### config.mk
export PLATFORM = sky130hd
export DESIGN_NAME = afi_fault_irq
export DESIGN_NICKNAME = d
export VERILOG_FILES = /design/src/shared/afi_pkg.sv /design/src/hw/afi_sync2.sv /design/src/hw/afi_stream_watch.sv /design/src/hw/afi_fault_irq.sv
export VERILOG_INCLUDE_DIRS = /design/src /design/src/shared
export SDC_FILE = /design/constraint.sdc
export NUM_CORES = 1
export LEC_CHECK = 0
export BUFFER_PORTS_ARGS = -buffer_cell sky130_fd_sc_hd__buf_2
export CORE_AREA = 2 2 101 103
export CTS_CLUSTER_DIAMETER = 80
export DETAILED_ROUTE_END_ITERATION = 10
export DIE_AREA = 0 0 103 105
export PLACE_DENSITY = 0.52
export SYNTH_ARGS = -nofsm -noshare
export SYNTH_HDL_FRONTEND = slang
export SYNTH_SLANG_ARGS = --single-unit
### constraint.sdc
create_clock -name mclk_i -period 3 [get_ports mclk_i]
set_input_delay 0.15 -clock mclk_i [delete_from_list [all_inputs] [get_ports mclk_i]]
set_output_delay 0.15 -clock mclk_i [all_outputs]
set_load 0.01 [all_outputs]
### src/shared/afi_consts.svh
// Purpose: Offsets, fields, reset values and timing counts of the fault interrupt latch
// Assumes: 100 MHz mclk_i
// Notes: Included by its bare name
`ifndef AFI_CONSTS_SVH
`define AFI_CONSTS_SVH

`define AFI_ADDR_W 8
`define AFI_DATA_W 16
`define AFI_OFF_SRC_CTRL 8'h05
`define AFI_OFF_STATUS 8'h06
`define AFI_OFF_IO_CTRL 8'h0a

`define AFI_IO_POL_BIT 15
`define AFI_IO_OUTEN_BIT 11
`define AFI_IO_KEEP_MASK 16'hf800
`define AFI_DIS_LSB 8
`define AFI_DIS_MSB 14
`define AFI_MASK_MSB 7
`define AFI_SRC_CTRL_KEEP 16'h7fff
`define AFI_PWR_BIT 0
`define AFI_OVP_BIT 1
`define AFI_NSRC 8

`define AFI_RST_SRC_CTRL 16'h0000
`define AFI_RST_STATUS 8'h00
`define AFI_RST_IO_CTRL 16'h0000
`define AFI_RST_IRQ_PIN 1'b1

`define AFI_CLK_PERIOD_NS 10
`define AFI_STREAM_IDLE_NS 20000
`define AFI_STREAM_IDLE_CYC (`AFI_STREAM_IDLE_NS / `AFI_CLK_PERIOD_NS)

`endif

### src/shared/afi_pkg.sv
// Purpose: Types shared by the fault interrupt latch files
// Assumes: Constants come from afi_consts.svh
// Notes: Register request travels as one packed struct
`include "afi_consts.svh"
package afi_pkg;
	typedef struct packed {
		logic wr;
		logic rd;
		logic [`AFI_ADDR_W-1:0] addr;
		logic [`AFI_DATA_W-1:0] wdata;
	} afi_reg_req_t;

	typedef enum logic {
		AFI_STRM_LOST,
		AFI_STRM_LIVE
	} afi_strm_state_t;
endpackage

### src/hw/afi_sync2.sv
// Purpose: Two flip-flop synchroniser, one per bit
// Assumes: Inputs asynchronous to mclk_i
// Notes: First stage feeds only the second
`timescale 1ns/1ns
`default_nettype none
module afi_sync2 #(
	parameter int W = 8
) (
	input wire logic mclk_i,
	input wire logic resetn_i,
	input wire logic [W-1:0] async_i,
	output logic [W-1:0] sync_o
);
	import afi_pkg::*;

	logic [W-1:0] meta_reg;

	genvar g;
	generate
		for (g = 0; g < W; g++) begin : g_bit
			always_ff @(posedge mclk_i or negedge resetn_i) begin
				if (!resetn_i) begin
					meta_reg[g] <= 1'b0;
					sync_o[g] <= 1'b0;
				end else begin
					meta_reg[g] <= async_i[g];
					sync_o[g] <= meta_reg[g];
				end
			end
		end
	endgenerate
endmodule
`default_nettype wire

### src/hw/afi_stream_watch.sv
// Purpose: Power-up enable from activity on the playback serial input
// Assumes: stream_i already synchronised
// Notes: Idle longer than the timeout drops the enable
`timescale 1ns/1ns
`default_nettype none
`include "afi_consts.svh"
module afi_stream_watch #(
	parameter int IDLE_CYC = `AFI_STREAM_IDLE_CYC
) (
	input wire logic mclk_i,
	input wire logic resetn_i,
	input wire logic stream_i,
	output logic powerup_en_o
);
	import afi_pkg::*;

	logic stream_q;
	logic edge_seen;
	logic [15:0] idle_reg;
	afi_strm_state_t state_reg;

	assign edge_seen = stream_i ^ stream_q;
	assign powerup_en_o = (state_reg == AFI_STRM_LIVE);

	always_ff @(posedge mclk_i or negedge resetn_i) begin
		if (!resetn_i) begin
			stream_q <= 1'b0;
		end else begin
			stream_q <= stream_i;
		end
	end

	// Lost after IDLE_CYC quiet cycles, live again on any edge
	always_ff @(posedge mclk_i or negedge resetn_i) begin
		if (!resetn_i) begin
			state_reg <= AFI_STRM_LOST;
			idle_reg <= 16'h0000;
		end else begin
			case (state_reg)
				AFI_STRM_LOST: begin
					idle_reg <= 16'h0000;
					if (edge_seen) begin
						state_reg <= AFI_STRM_LIVE;
					end
				end
				AFI_STRM_LIVE: begin
					if (edge_seen) begin
						idle_reg <= 16'h0000;
					end else if (idle_reg >= 16'(IDLE_CYC - 1)) begin
						state_reg <= AFI_STRM_LOST;
						idle_reg <= 16'h0000;
					end else begin
						idle_reg <= idle_reg + 16'h0001;
					end
				end
				default: begin
					state_reg <= AFI_STRM_LOST;
					idle_reg <= 16'h0000;
				end
			endcase
		end
	end
endmodule
`default_nettype wire

### src/hw/afi_fault_irq.sv
// Purpose: Fault and power event latch with polarity-selectable IRQ pin
// Assumes: Register port is the decoded control bus; pins are asynchronous
// Notes: Status reads in the low 8 bits; upper bits read zero
//
// Behaviour
// - Pin active when enabled status bit set
// - IO control top bit selects active-high
// - Writing one clears that status bit
// - Disable bits block recording and pin
// - Mask bits keep status, block pin
// - Pin held until unmasked bits cleared
// - Output turn-on sets power event bit
// - Over-voltage detect sets status bit one
// - Clearing power event leaves others pending
// - Stream loss drops power-up enable, return retriggers
// - Over-voltage after turn-on latches, needs clear
// - IO control accepts polarity plus output enable
// - Source control accepts enable and mask example
`timescale 1ns/1ns
`default_nettype none
`include "afi_consts.svh"
module afi_fault_irq #(
	parameter int IDLE_CYC = `AFI_STREAM_IDLE_CYC
) (
	input wire logic mclk_i,
	input wire logic resetn_i,
	input wire afi_pkg::afi_reg_req_t reg_req_i,
	output logic [`AFI_DATA_W-1:0] reg_rdata_o,
	output logic reg_rvalid_o,
	input wire logic block_enable_control_i,
	input wire logic over_voltage_detect_i,
	input wire logic [`AFI_NSRC-3:0] aux_fault_i,
	input wire logic playback_serial_in_i,
	output logic output_powerup_enable_o,
	output logic class_d_enable_o,
	output logic irq_pin_o
);
	import afi_pkg::*;

	localparam int NSRC = `AFI_NSRC;
	localparam logic [NSRC-1:0] RST_STATUS = `AFI_RST_STATUS;

	logic [`AFI_DATA_W-1:0] src_ctrl_reg;
	logic [`AFI_DATA_W-1:0] io_ctrl_reg;
	logic [NSRC-1:0] status_reg;
	logic [NSRC-1:0] status_next;
	logic [NSRC-1:0] ev_q;
	logic [NSRC-1:0] ev_s;
	logic [NSRC-1:0] rise_vec;
	logic [NSRC-1:0] en_vec;
	logic [NSRC-1:0] mask_vec;
	logic [NSRC-1:0] set_vec;
	logic [NSRC-1:0] clr_vec;
	logic [NSRC:0] sync_out;
	logic stream_s;
	logic drive_on;
	logic drive_on_reg;
	logic irq_act;
	logic irq_pin_reg;
	logic pol_high;
	logic wr_src;
	logic wr_status;
	logic wr_io;
	logic [`AFI_DATA_W-1:0] rdata_reg;
	logic rvalid_reg;

	// Fault and stream pins cross into mclk_i before logic reads them; block_enable_control_i is used unsynchronised
	afi_sync2 #(
		.W(NSRC + 1)
	) u_sync (
		.mclk_i(mclk_i),
		.resetn_i(resetn_i),
		.async_i({playback_serial_in_i, aux_fault_i, over_voltage_detect_i, 1'b0}),
		.sync_o(sync_out)
	);

	assign stream_s = sync_out[NSRC];
	assign ev_s = {sync_out[NSRC-1:1], 1'b0};

	afi_stream_watch #(
		.IDLE_CYC(IDLE_CYC)
	) u_watch (
		.mclk_i(mclk_i),
		.resetn_i(resetn_i),
		.stream_i(stream_s),
		.powerup_en_o(output_powerup_enable_o)
	);

	// Register port decode
	assign wr_src = reg_req_i.wr && (reg_req_i.addr == `AFI_OFF_SRC_CTRL);
	assign wr_status = reg_req_i.wr && (reg_req_i.addr == `AFI_OFF_STATUS);
	assign wr_io = reg_req_i.wr && (reg_req_i.addr == `AFI_OFF_IO_CTRL);

	always_ff @(posedge mclk_i or negedge resetn_i) begin
		if (!resetn_i) begin
			src_ctrl_reg <= `AFI_RST_SRC_CTRL;
		end else if (wr_src) begin
			src_ctrl_reg <= reg_req_i.wdata & `AFI_SRC_CTRL_KEEP;
		end
	end

	always_ff @(posedge mclk_i or negedge resetn_i) begin
		if (!resetn_i) begin
			io_ctrl_reg <= `AFI_RST_IO_CTRL;
		end else if (wr_io) begin
			io_ctrl_reg <= reg_req_i.wdata & `AFI_IO_KEEP_MASK;
		end
	end

	assign pol_high = io_ctrl_reg[`AFI_IO_POL_BIT];

	// Output stage on while enabled and the stream is present
	assign drive_on = (io_ctrl_reg[`AFI_IO_OUTEN_BIT] || block_enable_control_i)
		&& output_powerup_enable_o;

	always_ff @(posedge mclk_i or negedge resetn_i) begin
		if (!resetn_i) begin
			drive_on_reg <= 1'b0;
			ev_q <= '0;
		end else begin
			drive_on_reg <= drive_on;
			ev_q <= ev_s;
		end
	end

	assign class_d_enable_o = drive_on_reg;

	// Power event on each turn-on, including stream return
	assign rise_vec[`AFI_PWR_BIT] = drive_on && !drive_on_reg;
	// Over-voltage may fire just after turn-on; latched like any other
	assign rise_vec[NSRC-1:1] = ev_s[NSRC-1:1] & ~ev_q[NSRC-1:1];

	// Top source has no disable bit and is always recorded
	assign en_vec = {1'b1, ~src_ctrl_reg[`AFI_DIS_MSB:`AFI_DIS_LSB]};
	assign mask_vec = src_ctrl_reg[`AFI_MASK_MSB:0];
	assign set_vec = rise_vec & en_vec;

	// Every written one clears; the host is expected to write one bit only
	assign clr_vec = wr_status ? reg_req_i.wdata[NSRC-1:0] : '0;
	// One latch cell per source; set wins so no event is lost to a clear
	genvar s;
	generate
		for (s = 0; s < NSRC; s++) begin : g_src
			assign status_next[s] = (status_reg[s] && !clr_vec[s]) || set_vec[s];
			always_ff @(posedge mclk_i or negedge resetn_i) begin
				if (!resetn_i) begin
					status_reg[s] <= RST_STATUS[s];
				end else begin
					status_reg[s] <= status_next[s];
				end
			end
		end
	endgenerate

	// Masked bits stay visible in status but never reach the pin
	assign irq_act = |(status_reg & ~mask_vec & en_vec);

	always_ff @(posedge mclk_i or negedge resetn_i) begin
		if (!resetn_i) begin
			irq_pin_reg <= `AFI_RST_IRQ_PIN;
		end else begin
			irq_pin_reg <= pol_high ? irq_act : !irq_act;
		end
	end

	assign irq_pin_o = irq_pin_reg;

	// Read data registered one cycle after the strobe
	always_ff @(posedge mclk_i or negedge resetn_i) begin
		if (!resetn_i) begin
			rdata_reg <= '0;
			rvalid_reg <= 1'b0;
		end else begin
			rvalid_reg <= reg_req_i.rd;
			if (reg_req_i.rd) begin
				case (reg_req_i.addr)
					`AFI_OFF_SRC_CTRL: begin
						rdata_reg <= src_ctrl_reg;
					end
					`AFI_OFF_STATUS: begin
						rdata_reg <= {{(`AFI_DATA_W-NSRC){1'b0}}, status_reg};
					end
					`AFI_OFF_IO_CTRL: begin
						rdata_reg <= io_ctrl_reg;
					end
					default: begin
						rdata_reg <= '0;
					end
				endcase
			end
		end
	end

	assign reg_rdata_o = rdata_reg;
	assign reg_rvalid_o = rvalid_reg;
endmodule
`default_nettype wire

==> results.md <==
* Top post-synthesis cells by count: dfrtp_1 (87), nor2_1 (24), a22oi_1 (13)
* WL/cell at 14.75 um
* Worst Setup Start Kind: flop
* FF-to-FF setup slack at around 1.2 ns
* Top FF cell, synth: dfrtp_1
* Final worst slack at 1.236 ns
* Post-CTS Setup Bufs at 0
* Least-Margin Pin Slew at about 0.65 ns
* Hold Path Depth at 2
* Levels on crit path at 5
* Slowest CP cell: or3_1
* Design area at between 0.004 and 0.005 mm2
* Final period util at 0.5879
* Final Max Slew Viols at 0
* Clk_skew at 0.01038 ns
* Number of global-route vias before repair at approximately 2200
* Fraction of power spent switching nets at 0.2197
* Fmax at around 570 MHz
* Final worst path period need at 1.764 ns
* GP Congestion at between 0.7 and 0.8
* Reg2Reg Launch Point: u_watch.idle_reg[0]
* Final wirelength at 6.917 mm
* Initial core utilization at 0.3476
* Final core utilization at 0.4322
* Area leader, netlist: dfrtp_1
* Synth cell types at 35
* Psw at between 500 and 600 uW
* Synth Instances at 251
* RSZ-0062 raised after global routing: false
* Reg2reg path depth at 5
* Worst Hold Endpoint: src_ctrl_reg[9]
* Worst-Skew Late Latency at ~0.35 ns
* TritonCTS clock tree: built
* Diode count at 0
* Die Height at 105 um
* Die width at slightly above 100 um
* Worst EP arrival at around 2.0 ns
* Drt drc at 0
* GR Overflow Total at 0
* Clock-pin slew on the worst setup and hold paths at 0.09 ns
* CP Capture Type: flop
* Combinational share of power at 0.049
* Final Hold Viols at 0
* Placed inst area at ~0.0038 mm2
* First-pass GRT wire length at ~11 mm
* R2r endpoint: u_watch.idle_reg[10]
* Max stage delay on crit path at 0.56 ns
* Core area at 0.009639 mm2
* Clock network fraction of total power at 0.421
* FFs w/ async S/R, synth at 1.000
* Number of synthesized flops with an enable pin at 0
* Hold path startpoint: reg_req_i[9]
* Post-CTS sizing at 0
* CP Max Fanout at 11
* Setup Slack @ Placement at about 0.88 ns
* Avg Inst Size Synth at 13.35 um2
* Leakage at roughly 0.0019 uW
* Largest net degree at the start of global routing at between 50 and 60
* Kind of critical path: flop to flop
* Max IR drop VDD at roughly 230 uV
* Root Driver: clkbuf_8
* Post-synthesis sequential area ratio at 0.6576
* Port bufs at 56
* Vias at between 2000 and 2500
* Cell Rows at 36
* CTS buffer count at 9
* Synthesized flop and latch total at 88
* Mapped Area at around 0.0034 mm2
* Yosys top cell area share at 0.6497
* Post-DP HPWL at 4.609 mm
* HP Class: input pin to flop
* Global Route Usage Sum at 0.1378
* Area growth, synth to finish at 24.35%
* Largest delay contributor family on the critical path: simple AND/OR/NAND/NOR gates
* Initial DRC Count at 65
* # nets final at 369
* CTS H-tree depth at 3
* Die area at about 0.011 mm2
* Internal power at ~1800 uW
* I/O pins at between 50 and 60
* TritonRoute pass-1 iters at 4
* CTS sink count at 88
* Initial antenna violation count at 1
* Layout cell share with drive strength beyond 1 at 0.3065
* CP cell instances: ha_1, nand3_1, a211oi_1, or3_1, a21oi_1
* Setup violation total in the final timing report at 0
* Via-to-Cell Ratio at 4.625
* Flop pwr share at 0.530
* Most common cell in the netlist: dfrtp_1
* Worst Hold Margin at ~0.015 ns
* CP Buf/Inv Count at 0
* Pwr Density at roughly 560 mW/mm2
* Synth Warn # at 0
* Max cap viols at 0
* Antenna Nets Post-Route at 0
* Outcome: completed
* Top cells by area, synth: dfrtp_1 (65%), mux2_4 (4.5%), mux2_2 (3.4%), o2bb2ai_1 (3.1%), a22oi_1 (2.9%)
* CTS Buffer Depth at 2
* Max-slew headroom at 0.5611
* TNS Setup at 0 ns
* Req. time, crit path at about 3.3 ns
## what timing repair did
| action | CTS | global route |
|---|---|---|
| hold endpoints to repair | 57 | 0 |
| hold buffers | 10 | 0 |
| setup endpoints to repair | 0 | 0 |
## layout make-up
class	count	area, um2
sequential	88	2203
clock inverter	7	118.9
timing repair buffer	72	427.9
clock buffer	9	123.9
inverter	12	45.04
multi-input combinational	148	1081
tap	133	166.4
fill	946	5473
## kinds of logic (layout without fill, tap and decap cells)
logic type,after synthesis,after routing,synth area share
compound gates,45,45,0.1027
xor+xnor,10,10,0.02614
simple gates,67,67,0.1061
mux,20,20,0.07842
buf+inv,19,100,0.02427
flops,88,88,0.6576
other cells,1,5,0.001119
fa+ha+maj,1,1,0.003734
## power by group through the flow
stage / sequential (uW) / clock (uW) / combinational, uW
2_1_floorplan: 1260 / 0 / 40.7
3_5_place_dp: 1270 / 0 / 109
3_3_place_gp: 1270 / 0 / 108
6_report: 1240 / 987 / 115
4_1_cts: 1240 / 1010 / 119
5_1_grt: 1250 / 1060 / 131
## worst max path at each step
stage,start,to,slack (ns)
global route,u_watch.idle_reg[0],u_watch.idle_reg[10],1.10
finish,u_watch.idle_reg[0],u_watch.idle_reg[10],1.24
global placement,reg_req_i[21],io_ctrl_reg[14],0.94
detailed placement,reg_req_i[21],io_ctrl_reg[12],0.88
floorplan,reg_req_i[21],src_ctrl_reg[0],1.10
CTS,u_watch.idle_reg[0],u_watch.idle_reg[10],1.23
## layer usage
| layer | track usage | wire (um) |
|---|---|---|
| met2 | 0.2078 | 3183 |
| met1 | 0.1883 | 3254 |
| met4 | 0.04511 | 66 |
| met5 | 0 | 0 |
| met3 | 0.04281 | 412 |
## placed cells by master (no fill, tap or decap), types with 3 or more instances in the layout
cell type and count:
nor2_1 24, clkbuf_8 9, dfrtp_1 87, nand4_1 3, dlygate4sd3_1 10, inv_1 12, buf_2 55, buf_4 7
conb_1 5, nand2_1 11, nand3_1 7, a22o_1 8, nand2b_1 3, a22oi_1 13, nor3_1 6, mux2_4 10
o21ai_0 5, bufinv_16 3, a21oi_1 3, o2bb2ai_1 12, nor3b_1 4, xnor2_1 8, mux2_2 10
## stage by stage
step	total power (uW)	std cells
5_1_grt	2443	469
3_5_place_dp	1376	443
3_3_place_gp	1375	443
2_1_floorplan	1304	255
6_report	2346	469
4_1_cts	2372	469
Note: power is estimated with default switching activity, not from simulation.
